File: src/verilog/urb_pkg.sv
// How it works
// - Break armed after held past divisor+1 clocks
// - Break: start bit, 13*N zeros, stop bits
// - Repeat breaks; on release finish, two stops
// - Break sending raises no transmit interrupt
// - Nine-bit mode keeps MSB in ninth-bit field
// - Recovery at 16x baud, shifter per bit
// - Each bit decided by three-sample majority
// - Receive data shifted in LSB first
// - Four buffered words; fifth completing is dropped
// - Enabled receiver hunts for start bit
// - Avail flag when buffered; count register readable
// - Push reaching trigger level raises receive irq
// - Break completes frame, flags, stores zero word
// - After break wait stop bit, no restart
// - Idle low from start to end of last stop bit
// - Overrun also raises receive irq
// - Overrun keeps buffer, shift register overwritten
// - Noise flag set on push, word kept
// - Zero stop bit sets framing error flag
package urb_pkg;
  localparam logic [3:0]  ADDR_CTRL     = 4'h0;
  localparam logic [3:0]  ADDR_STATUS   = 4'h1;
  localparam logic [3:0]  ADDR_DATA     = 4'h2;
  localparam logic [3:0]  ADDR_COUNT    = 4'h3;
  localparam logic [3:0]  ADDR_BAUD_LO  = 4'h4;
  localparam logic [3:0]  ADDR_BAUD_HI  = 4'h5;
  localparam logic [3:0]  ADDR_TRIG     = 4'h6;
  localparam int          CTL_RXEN      = 0;
  localparam int          CTL_NINE      = 1;
  localparam int          CTL_STOP2     = 2;
  localparam int          CTL_BRK       = 3;
  localparam int          CTL_RIE       = 4;
  localparam int          CTL_RX8       = 7;
  localparam int          ST_AVAIL      = 0;
  localparam int          ST_OVR        = 1;
  localparam int          ST_FERR       = 2;
  localparam int          ST_NOISE      = 3;
  localparam int          ST_RIDLE      = 4;
  localparam int          ST_TIDLE      = 5;
  localparam logic [15:0] BAUD_RST      = 16'h0000;
  localparam logic [4:0]  CTRL_RST      = 5'h00;
  localparam logic [1:0]  TRIG_RST      = 2'h0;
  localparam logic [3:0]  OVS_LAST      = 4'hF;
  localparam logic [3:0]  SMP_FIRST     = 4'h7;
  localparam logic [3:0]  SMP_LAST      = 4'h9;
  localparam logic [3:0]  BRK_LAST      = 4'hC;
  localparam logic [3:0]  BITS8_LAST    = 4'h7;
  localparam logic [3:0]  BITS9_LAST    = 4'h8;
  localparam logic [2:0]  FIFO_DEPTH    = 3'h4;
  localparam logic [1:0]  TX_STOPS_LAST = 2'h1;

  typedef struct packed {
    logic [3:0] addr;
    logic [7:0] wdata;
    logic       wr;
    logic       rd;
  } urb_bus_req_t;

  typedef enum logic [1:0] {URB_TX_IDLE, URB_TX_START, URB_TX_ZERO,
                            URB_TX_STOP} urb_tx_st_t;
  typedef enum logic [2:0] {URB_RX_HUNT, URB_RX_START, URB_RX_DATA,
                            URB_RX_STOP1, URB_RX_STOP2,
                            URB_RX_BRKW} urb_rx_st_t;
endpackage

File: src/verilog/urb_top.sv
// Added by the designer: the placing of the registers and the strobed register port.
`timescale 1ns/1ps
module urb_top
(
  input  wire logic                  core_clk,
  input  wire logic                  nrst,
  input  wire urb_pkg::urb_bus_req_t bus_req,
  output logic [7:0]                 bus_rdata,
  input  wire logic                  rx_line,
  output logic                       tx_line,
  output logic                       rx_irq
);
  logic [4:0]             ctrl_r;
  logic [15:0]            baud_divisor;
  logic [1:0]             trig_r;
  logic [15:0]            ovs_cnt_r;
  logic [16:0]            brk_hold_r;
  logic                   brk_armed_r;
  urb_pkg::urb_tx_st_t    tx_st_r;
  logic [3:0]             tx_ph_r;
  logic [3:0]             tx_cnt_r;
  urb_pkg::urb_rx_st_t    rx_st_r;
  logic [3:0]             rx_ph_r;
  logic [3:0]             rx_bit_r;
  logic [2:0]             smp_r;
  logic [8:0]             rx_shift_reg;
  logic                   nz_r;
  logic                   ferr_r;
  logic [8:0]             fifo_mem [4];
  logic [1:0]             wptr_r;
  logic [1:0]             rptr_r;
  logic [2:0]             rx_fifo_count;
  logic                   overrun_flag;
  logic                   framing_error_flag;
  logic                   noise_flag;
  logic                   stat_seen_r;
  logic                   rx_irq_r;
  logic [7:0]             rdata_r;

  // Register decode
  wire wr_ctrl  = bus_req.wr && bus_req.addr == urb_pkg::ADDR_CTRL;
  wire wr_blo   = bus_req.wr && bus_req.addr == urb_pkg::ADDR_BAUD_LO;
  wire wr_bhi   = bus_req.wr && bus_req.addr == urb_pkg::ADDR_BAUD_HI;
  wire wr_trig  = bus_req.wr && bus_req.addr == urb_pkg::ADDR_TRIG;
  wire rd_stat  = bus_req.rd && bus_req.addr == urb_pkg::ADDR_STATUS;
  wire rd_data  = bus_req.rd && bus_req.addr == urb_pkg::ADDR_DATA;
  wire rx_enable         = ctrl_r[urb_pkg::CTL_RXEN];
  wire nine_bit_select   = ctrl_r[urb_pkg::CTL_NINE];
  wire rx_stop_count_sel = ctrl_r[urb_pkg::CTL_STOP2];
  wire break_request     = ctrl_r[urb_pkg::CTL_BRK];
  wire rx_irq_enable     = ctrl_r[urb_pkg::CTL_RIE];

  // 16x oversampling tick shared by both directions
  wire ovs_tick = ovs_cnt_r == baud_divisor;

  // Break transmitter; no transmit interrupt exists on this path
  wire tx_idle_flag = tx_st_r == urb_pkg::URB_TX_IDLE;
  wire tx_bit_tick  = ovs_tick && tx_ph_r == urb_pkg::OVS_LAST;
  wire brk_held     = brk_hold_r > {1'b0, baud_divisor};
  wire tx_zero_end  = tx_cnt_r == urb_pkg::BRK_LAST;

  // Receiver sampling and majority vote
  wire in_frame  = rx_st_r != urb_pkg::URB_RX_HUNT &&
                   rx_st_r != urb_pkg::URB_RX_BRKW;
  wire smp_win   = rx_ph_r >= urb_pkg::SMP_FIRST &&
                   rx_ph_r <= urb_pkg::SMP_LAST;
  wire bit_done  = ovs_tick && rx_ph_r == urb_pkg::OVS_LAST;
  wire vote      = (smp_r[0] & smp_r[1]) | (smp_r[0] & smp_r[2]) |
                   (smp_r[1] & smp_r[2]);
  wire noisy     = !(smp_r == 3'h0 || smp_r == 3'h7);
  wire [3:0] last_bit = nine_bit_select ? urb_pkg::BITS9_LAST
                                        : urb_pkg::BITS8_LAST;
  wire stop_fail = !vote;
  wire fin_now   = bit_done && ((rx_st_r == urb_pkg::URB_RX_STOP1 &&
                   !rx_stop_count_sel) || rx_st_r == urb_pkg::URB_RX_STOP2);
  wire fin_ferr  = ferr_r | stop_fail;
  wire fin_noise = nz_r | noisy;
  // Eight-bit words sit one place high after eight shifts
  wire [8:0] rx_word = nine_bit_select ? rx_shift_reg
                                       : {1'b0, rx_shift_reg[8:1]};
  wire is_break  = fin_ferr && rx_word == 9'h000;
  wire rx_idle_flag = !in_frame;

  // Buffer control; a pop in the same cycle frees a slot
  wire pop      = rd_data && rx_fifo_count != 3'h0;
  wire full     = rx_fifo_count == urb_pkg::FIFO_DEPTH && !pop;
  wire push     = fin_now && !full;
  wire ovr_ev   = fin_now && full;
  wire clr_seq  = rd_data && stat_seen_r;
  wire [2:0] cnt_nxt = rx_fifo_count + {2'h0, push} - {2'h0, pop};
  wire [2:0] trig_lvl = {1'b0, trig_r} + 3'h1;
  wire irq_nxt  = rx_irq_enable &&
                  ((push && cnt_nxt >= trig_lvl) || ovr_ev);
  wire rx_data_avail_flag = rx_fifo_count != 3'h0;
  wire [8:0] head = fifo_mem[rptr_r];
  // Buffer slots hold no reset value, so an empty head reads as zero
  wire rx_ninth_bit = rx_data_avail_flag && head[8];

  wire [7:0] ctrl_rd = {rx_ninth_bit, 2'h0, ctrl_r};
  wire [7:0] stat_rd = {2'h0, !tx_idle_flag ? 1'b0 : 1'b1, rx_idle_flag,
                        noise_flag, framing_error_flag, overrun_flag,
                        rx_data_avail_flag};
  wire [7:0] rd_mux =
    bus_req.addr == urb_pkg::ADDR_CTRL    ? ctrl_rd :
    bus_req.addr == urb_pkg::ADDR_STATUS  ? stat_rd :
    bus_req.addr == urb_pkg::ADDR_DATA    ? (pop ? head[7:0] : 8'h00) :
    bus_req.addr == urb_pkg::ADDR_COUNT   ? {5'h00, rx_fifo_count} :
    bus_req.addr == urb_pkg::ADDR_BAUD_LO ? baud_divisor[7:0] :
    bus_req.addr == urb_pkg::ADDR_BAUD_HI ? baud_divisor[15:8] :
    bus_req.addr == urb_pkg::ADDR_TRIG    ? {6'h00, trig_r} : 8'h00;

  always_ff @(posedge core_clk)
  begin
    if (!nrst)
    begin
      ctrl_r       <= urb_pkg::CTRL_RST;
      baud_divisor <= urb_pkg::BAUD_RST;
      trig_r       <= urb_pkg::TRIG_RST;
      rdata_r      <= 8'h00;
      stat_seen_r  <= 1'b0;
    end
    else
    begin
      if (wr_ctrl)
        ctrl_r <= bus_req.wdata[4:0];
      if (wr_blo)
        baud_divisor[7:0] <= bus_req.wdata;
      if (wr_bhi)
        baud_divisor[15:8] <= bus_req.wdata;
      if (wr_trig)
        trig_r <= bus_req.wdata[1:0];
      rdata_r <= bus_req.rd ? rd_mux : 8'h00;
      if (rd_stat)
        stat_seen_r <= 1'b1;
      else if (rd_data)
        stat_seen_r <= 1'b0;
    end
  end

  always_ff @(posedge core_clk)
  begin
    if (!nrst || ovs_tick)
      ovs_cnt_r <= 16'h0000;
    else
      ovs_cnt_r <= ovs_cnt_r + 16'h0001;
  end

  // Hold time counted only while idle; saturates at divisor+1, one clock before arming
  always_ff @(posedge core_clk)
  begin
    if (!nrst || !break_request || !tx_idle_flag)
      brk_hold_r <= 17'h00000;
    else if (!brk_held)
      brk_hold_r <= brk_hold_r + 17'h00001;
  end

  always_ff @(posedge core_clk)
  begin
    if (!nrst)
    begin
      tx_st_r     <= urb_pkg::URB_TX_IDLE;
      tx_ph_r     <= 4'h0;
      tx_cnt_r    <= 4'h0;
      brk_armed_r <= 1'b0;
    end
    else
    begin
      if (tx_idle_flag && brk_held)
        brk_armed_r <= 1'b1;
      if (ovs_tick && !tx_idle_flag)
        tx_ph_r <= tx_ph_r + 4'h1;
      case (tx_st_r)
        urb_pkg::URB_TX_IDLE:
          if (brk_armed_r && ovs_tick)
          begin
            tx_st_r     <= urb_pkg::URB_TX_START;
            tx_ph_r     <= 4'h0;
            brk_armed_r <= 1'b0;
          end
        urb_pkg::URB_TX_START:
          if (tx_bit_tick)
          begin
            tx_st_r  <= urb_pkg::URB_TX_ZERO;
            tx_cnt_r <= 4'h0;
          end
        urb_pkg::URB_TX_ZERO:
          if (tx_bit_tick)
          begin
            tx_cnt_r <= tx_zero_end ? 4'h0 : tx_cnt_r + 4'h1;
            if (tx_zero_end && !break_request)
              tx_st_r <= urb_pkg::URB_TX_STOP;
          end
        urb_pkg::URB_TX_STOP:
          if (tx_bit_tick)
          begin
            tx_cnt_r <= tx_cnt_r + 4'h1;
            if (tx_cnt_r[1:0] == urb_pkg::TX_STOPS_LAST)
              tx_st_r <= urb_pkg::URB_TX_IDLE;
          end
        default:
          tx_st_r <= urb_pkg::URB_TX_IDLE;
      endcase
    end
  end

  always_ff @(posedge core_clk)
  begin
    if (!nrst)
      tx_line <= 1'b1;
    else
      tx_line <= tx_st_r == urb_pkg::URB_TX_IDLE ||
                 tx_st_r == urb_pkg::URB_TX_STOP;
  end

  // Dropping the enable aborts the frame; the buffer is kept
  always_ff @(posedge core_clk)
  begin
    if (!nrst || !rx_enable)
    begin
      rx_st_r      <= urb_pkg::URB_RX_HUNT;
      rx_ph_r      <= 4'h0;
      rx_bit_r     <= 4'h0;
      smp_r        <= 3'h7;
      rx_shift_reg <= 9'h000;
      nz_r         <= 1'b0;
      ferr_r       <= 1'b0;
    end
    else if (ovs_tick)
    begin
      rx_ph_r <= rx_ph_r + 4'h1;
      if (smp_win)
        smp_r <= {smp_r[1:0], rx_line};
      case (rx_st_r)
        urb_pkg::URB_RX_HUNT:
          if (!rx_line)
          begin
            rx_st_r <= urb_pkg::URB_RX_START;
            rx_ph_r <= 4'h0;
            nz_r    <= 1'b0;
            ferr_r  <= 1'b0;
          end
        urb_pkg::URB_RX_START:
          if (bit_done)
          begin
            rx_st_r  <= vote ? urb_pkg::URB_RX_HUNT : urb_pkg::URB_RX_DATA;
            rx_bit_r <= 4'h0;
            nz_r     <= noisy;
          end
        urb_pkg::URB_RX_DATA:
          if (bit_done)
          begin
            rx_shift_reg <= {vote, rx_shift_reg[8:1]};
            nz_r         <= fin_noise;
            rx_bit_r     <= rx_bit_r + 4'h1;
            if (rx_bit_r == last_bit)
              rx_st_r <= urb_pkg::URB_RX_STOP1;
          end
        urb_pkg::URB_RX_STOP1, urb_pkg::URB_RX_STOP2:
          if (bit_done)
          begin
            ferr_r <= fin_ferr;
            nz_r   <= fin_noise;
            if (!fin_now)
              rx_st_r <= urb_pkg::URB_RX_STOP2;
            else if (is_break)
              rx_st_r <= urb_pkg::URB_RX_BRKW;
            else
              rx_st_r <= urb_pkg::URB_RX_HUNT;
          end
        urb_pkg::URB_RX_BRKW:
          if (rx_line)
            rx_st_r <= urb_pkg::URB_RX_HUNT;
        default:
          rx_st_r <= urb_pkg::URB_RX_HUNT;
      endcase
    end
  end

  always_ff @(posedge core_clk)
  begin
    if (push)
      fifo_mem[wptr_r] <= rx_word;
  end

  // Hardware set wins over the software clear sequence
  always_ff @(posedge core_clk)
  begin
    if (!nrst)
    begin
      wptr_r             <= 2'h0;
      rptr_r             <= 2'h0;
      rx_fifo_count      <= 3'h0;
      overrun_flag       <= 1'b0;
      framing_error_flag <= 1'b0;
      noise_flag         <= 1'b0;
      rx_irq_r           <= 1'b0;
    end
    else
    begin
      if (push)
        wptr_r <= wptr_r + 2'h1;
      if (pop)
        rptr_r <= rptr_r + 2'h1;
      rx_fifo_count <= cnt_nxt;
      overrun_flag  <= ovr_ev || (overrun_flag && !clr_seq);
      framing_error_flag <= (fin_now && fin_ferr) ||
                            (framing_error_flag && !clr_seq);
      noise_flag <= (push && fin_noise) ||
                    (noise_flag && !clr_seq);
      rx_irq_r <= irq_nxt;
    end
  end

  assign bus_rdata = rdata_r;
  assign rx_irq    = rx_irq_r;

  a_idle_in_frame: assert property (@(posedge core_clk)
    disable iff (!nrst) rd_stat && rx_st_r == urb_pkg::URB_RX_DATA
    |=> !bus_rdata[urb_pkg::ST_RIDLE])
    else $error("idle flag high during data bits");
  a_fifo_bound: assert property (@(posedge core_clk)
    disable iff (!nrst) rx_fifo_count <= urb_pkg::FIFO_DEPTH)
    else $error("buffer count above depth");
  a_overrun_keeps: assert property (@(posedge core_clk)
    disable iff (!nrst)
    ovr_ev |=> overrun_flag && rx_fifo_count == $past(rx_fifo_count))
    else $error("overrun lost flag or changed buffer");
  a_pop_count: assert property (@(posedge core_clk)
    disable iff (!nrst)
    pop && !push |=> rx_fifo_count == $past(rx_fifo_count) - 3'h1)
    else $error("read did not decrement count");
  a_push_avail: assert property (@(posedge core_clk)
    disable iff (!nrst) push |=> rx_data_avail_flag)
    else $error("avail flag missing after push");
  a_overrun_irq: assert property (@(posedge core_clk)
    disable iff (!nrst) ovr_ev && rx_irq_enable |=> rx_irq)
    else $error("overrun gave no interrupt");
  a_break_low: assert property (@(posedge core_clk)
    disable iff (!nrst) tx_st_r == urb_pkg::URB_TX_ZERO ##1
    tx_st_r == urb_pkg::URB_TX_ZERO |-> !tx_line)
    else $error("line high inside break");
  a_break_len: assert property (@(posedge core_clk)
    disable iff (!nrst) $rose(tx_st_r == urb_pkg::URB_TX_STOP)
    |-> $past(tx_cnt_r) == urb_pkg::BRK_LAST)
    else $error("break ended off a 13-bit boundary");
  a_brk_wait_low: assert property (@(posedge core_clk)
    disable iff (!nrst) rx_st_r == urb_pkg::URB_RX_BRKW && !rx_line &&
    rx_enable |=> rx_st_r == urb_pkg::URB_RX_BRKW)
    else $error("low line after break taken as start");
  a_noise_flag: assert property (@(posedge core_clk)
    disable iff (!nrst)
    push && fin_noise |=> noise_flag ##0 rx_data_avail_flag)
    else $error("noisy word without noise flag");

  c_overrun:  cover property (@(posedge core_clk) disable iff (!nrst) ovr_ev);
  c_rx_break: cover property (@(posedge core_clk) disable iff (!nrst)
    fin_now && is_break);
  c_tx_break: cover property (@(posedge core_clk) disable iff (!nrst)
    $rose(tx_st_r == urb_pkg::URB_TX_STOP));
  c_trig_irq: cover property (@(posedge core_clk) disable iff (!nrst)
    push && irq_nxt);
endmodule // urb_top

File: config.mk
export PLATFORM = sky130hd
export DESIGN_NAME = urb_top
export DESIGN_NICKNAME = d
export VERILOG_FILES = /design/src/verilog/urb_pkg.sv /design/src/verilog/urb_top.sv
export SDC_FILE = /design/constraint.sdc
export NUM_CORES = 1
export LEC_CHECK = 0
export BUFFER_PORTS_ARGS = -buffer_cell sky130_fd_sc_hd__buf_4
export CORE_MARGIN = 8
export CORE_UTILIZATION = 30
export CTS_CLUSTER_SIZE = 25
export DETAILED_ROUTE_END_ITERATION = 10
export PLACE_DENSITY = 0.51
export REMOVE_ABC_BUFFERS = 1
export SYNTH_ARGS = -nofsm -noshare
export SYNTH_HDL_FRONTEND = slang
export SYNTH_SLANG_ARGS = --single-unit
File: constraint.sdc
create_clock -name core_clk -period 3.7 [get_ports core_clk]
set_input_delay 0.37 -clock core_clk [delete_from_list [all_inputs] [get_ports core_clk]]
set_output_delay 0.37 -clock core_clk [all_outputs]
set_load 0.05 [all_outputs]
==> flow_metrics.py <==
metrics = {
    "worst_setup_path": {
        "required_ns": 4.01,
        "cp_top_family": "adder cells",
        "cpPeakStageDelay_ns": 0.46,
        "cp_slowest_cell": "fa_1",
        "crit_fanout": 5,
        "cp-start-kind": "flip-flop",
        "cp-end-kind": "flip-flop",
        "crit_path_frequent_cell": "ha_1",
        "cp_data_arrival_time_ns": 3.78,
        "crit_chain": "xor2_1, nor4_2, and4_4, nand3_1, nor2b_2, inv_2, ha_1, inv_1, ha_1, fa_1, ha_1, a21o_1, a21oi_1, a211oi_1",
        "crit_type": "reg -> reg",
        "critPathBufInv": 2,
    },
    "place": {
        "dpl_cell_area_um2": 8340,
        "pre_cts_ws_ns": 0.198,
        "port-buffer-count": 26,
        "place.gp.congestion": 0.799,
        "dp_hpwl_um": 14000,
        "dp.cells": 1133,
    },
    "sta": {
        "finalCriticalPeriod_ns": 3.47,
        "worst_slew_pin_slew_ns": 0.959,
        "setup_viol": 0,
        "fmax_mhz": 288,
        "whs_ns": 0.204,
        "drv_slew": 0,
        "fin_skew_ns": 0.0168,
        "fin_setup_tns_ns": 0,
        "rsz0062_at_grt": "no",
        "fin_crit_sh_pct": 93.7,
        "hold_viol": 0,
        "slew_headroom_pct": 35.4,
        "setup_ws_ns": 0.233,
    },
    "yosys": {
        "synth.distinct_cells": 78,
        "ys_seq_elements": 151,
        "async_reset_ff_share_pct": 0,
        "synthCells": 795,
        "yosysSeqAreaShare_pct": 43.5,
        "yosysWarnings": 0,
        "syn_area_um2": 7770,
        "ys.flop_type": "dfxtp_1",
        "synth_area_per_cell_um2": 9.77,
        "synth-edff-count": 36,
    },
    "global_route": {
        "grt_max_degree": 47,
        "grt-ovfl-total": 0,
        "grt_pass1_vias": 5631,
        "grt.total_usage_pct": 12.9,
        "antenna_found_initial": 0,
        "grt_first_pass_wirelength_um": 31400,
    },
    "pwr": {
        "leakage_nw": 3.28,
        "total_power_mw": 3.79,
        "ir_drop_mv": 0.198,
        "power.density_nw_per_um2": 424,
    },
    "run_status": {
        "outcome": "complete, no violations",
    },
    "layout": {
        "mostFrequentLayoutCells": "115 x dfxtp_1, 67 x nand2_1, 49 x nor2_1",
        "final_common_cell": "dfxtp_1",
        "top_regs": "fifo_mem: 36 flops, brk_hold_r: 17 flops",
        "nets": 877,
        "drive_gt1_share_pct": 12.7,
        "multi_input_area_um2": 4100,
        "post-route-util_pct": 34.7,
        "largest_reg_flops": 36,
        "top_register": "fifo_mem",
        "area_growth_pct": 15.1,
        "fillers": 2596,
        "seqCellArea_um2": 3380,
        "final_area_um2": 8940,
        "fin_cells": 1167,
        "diodes": 0,
    },
    "route": {
        "ant_nets": 0,
        "drtPass1Iterations": 4,
        "drt_iter0_drc": 345,
        "routedWlPerCell_um": 16.8,
        "drc": 0,
        "routed_wl_um": 19600,
        "viasPerCell": 4.99,
        "via_count": 5818,
    },
    "clock_tree": {
        "root_buffer": "clkbuf_16",
        "cts_sinks": 151,
        "clk_pin_slew_worst_paths_ns": 0.08,
        "cts_buffers": 17,
        "clk_latency_ns": 0.44,
        "htree_levels": 4,
        "cts_max_path_buffers": 2,
        "holdBufCountCts": 0,
        "cts_resized": 0,
        "cts_tree": "done",
    },
    "floorplan": {
        "rows": 59,
        "fp.dieH_um": 177,
        "coreArea_um2": 25800,
        "io_pins": 27,
        "dieArea_um2": 31300,
        "initial_utilization_pct": 30.2,
        "die_w_um": 177,
    },
    "job": {
        "max_cap_viol_count": 0,
    },
    "min_path": {
        "hp-class": "in -> reg",
    },
}
-- cell families (layout without fill, tap and decap cells) --
kind of cell    count (synthesis)  after routing  share of synthesized area, %
mux                            49             49                          7.87
xor+xnor                       37             37                          4.17
flops                         151            151                          43.5
compound gates                149            149                          12.9
simple gates                  289            289                          20.7
fa+ha+maj                      43             43                          6.97
buf+inv                        77            114                          3.90
-- final timing paths --
path                            slack (ns)            endpoint               start  depth (start not counted)
worst max register to register        0.23              rx_irq     baud_divisor[4]                         14
worst min register to register        0.48  framing_error_flag  framing_error_flag                          2
worst min-delay path                  0.20    baud_divisor[14]          bus_req[8]                          3
worst max-delay path                  0.23              rx_irq     baud_divisor[4]                         14
-- tightest hold or removal path, cell delays in order --
cell and delay (ns):
buf_4 0.09, mux2i_1 0.06, nor2b_1 0.09
-- synth_stat cells, drive strengths merged, types with 12 or more instances --
cell      n  area share [%]
dfxtp   115              30
inv      43             2.1
or4      13             1.3
a21oi    41             2.6
mux2i    33             4.3
clkbuf   24             1.2
nand3    36             2.4
nor2     49             2.4
xor2     28             3.2
nand2    67             3.2
and2     18             1.4
ha       40             6.4
and3     12            0.97
edfxtp   36              14
nor3     12            0.84
o21ai    32             2.1
nor2b    23             1.9
a21boi   14             1.4
-- cell type report --
class / instances / area share, %
well taps: 335 / 4.69
multi-input cells: 567 / 45.8
clock inverters: 15 / 1.81
inverters: 43 / 1.81
clock buffers: 17 / 4.76
flip-flops and latches: 151 / 37.8
repair buffers: 39 / 3.28
-- what timing repair did --
action,4_1_cts,5_1_grt
buffers inserted,0,2
endpoints found under the setup margin,0,1
hold endpoints to repair,0,0
-- power breakdown --
group / internal, mW / total (mW) / switching [mW]
registers: 1.70 / 1.72 / 0.0204
logic: 0.110 / 0.319 / 0.209
clock network: 0.958 / 1.75 / 0.796
total: 2.77 / 3.79 / 1.03
-- metal layers --
metal	part of all wire (%)	up-vias	wire, um	track usage (%)
met2	47	82	9290	20.8
met3	2.8	18	552	2.84
li1	-	2935	-	-
met4	1.4	0	276	3.57
met5	0	-	0	0
met1	48	2783	9450	17.1
(Power assumes the default switching activity.)
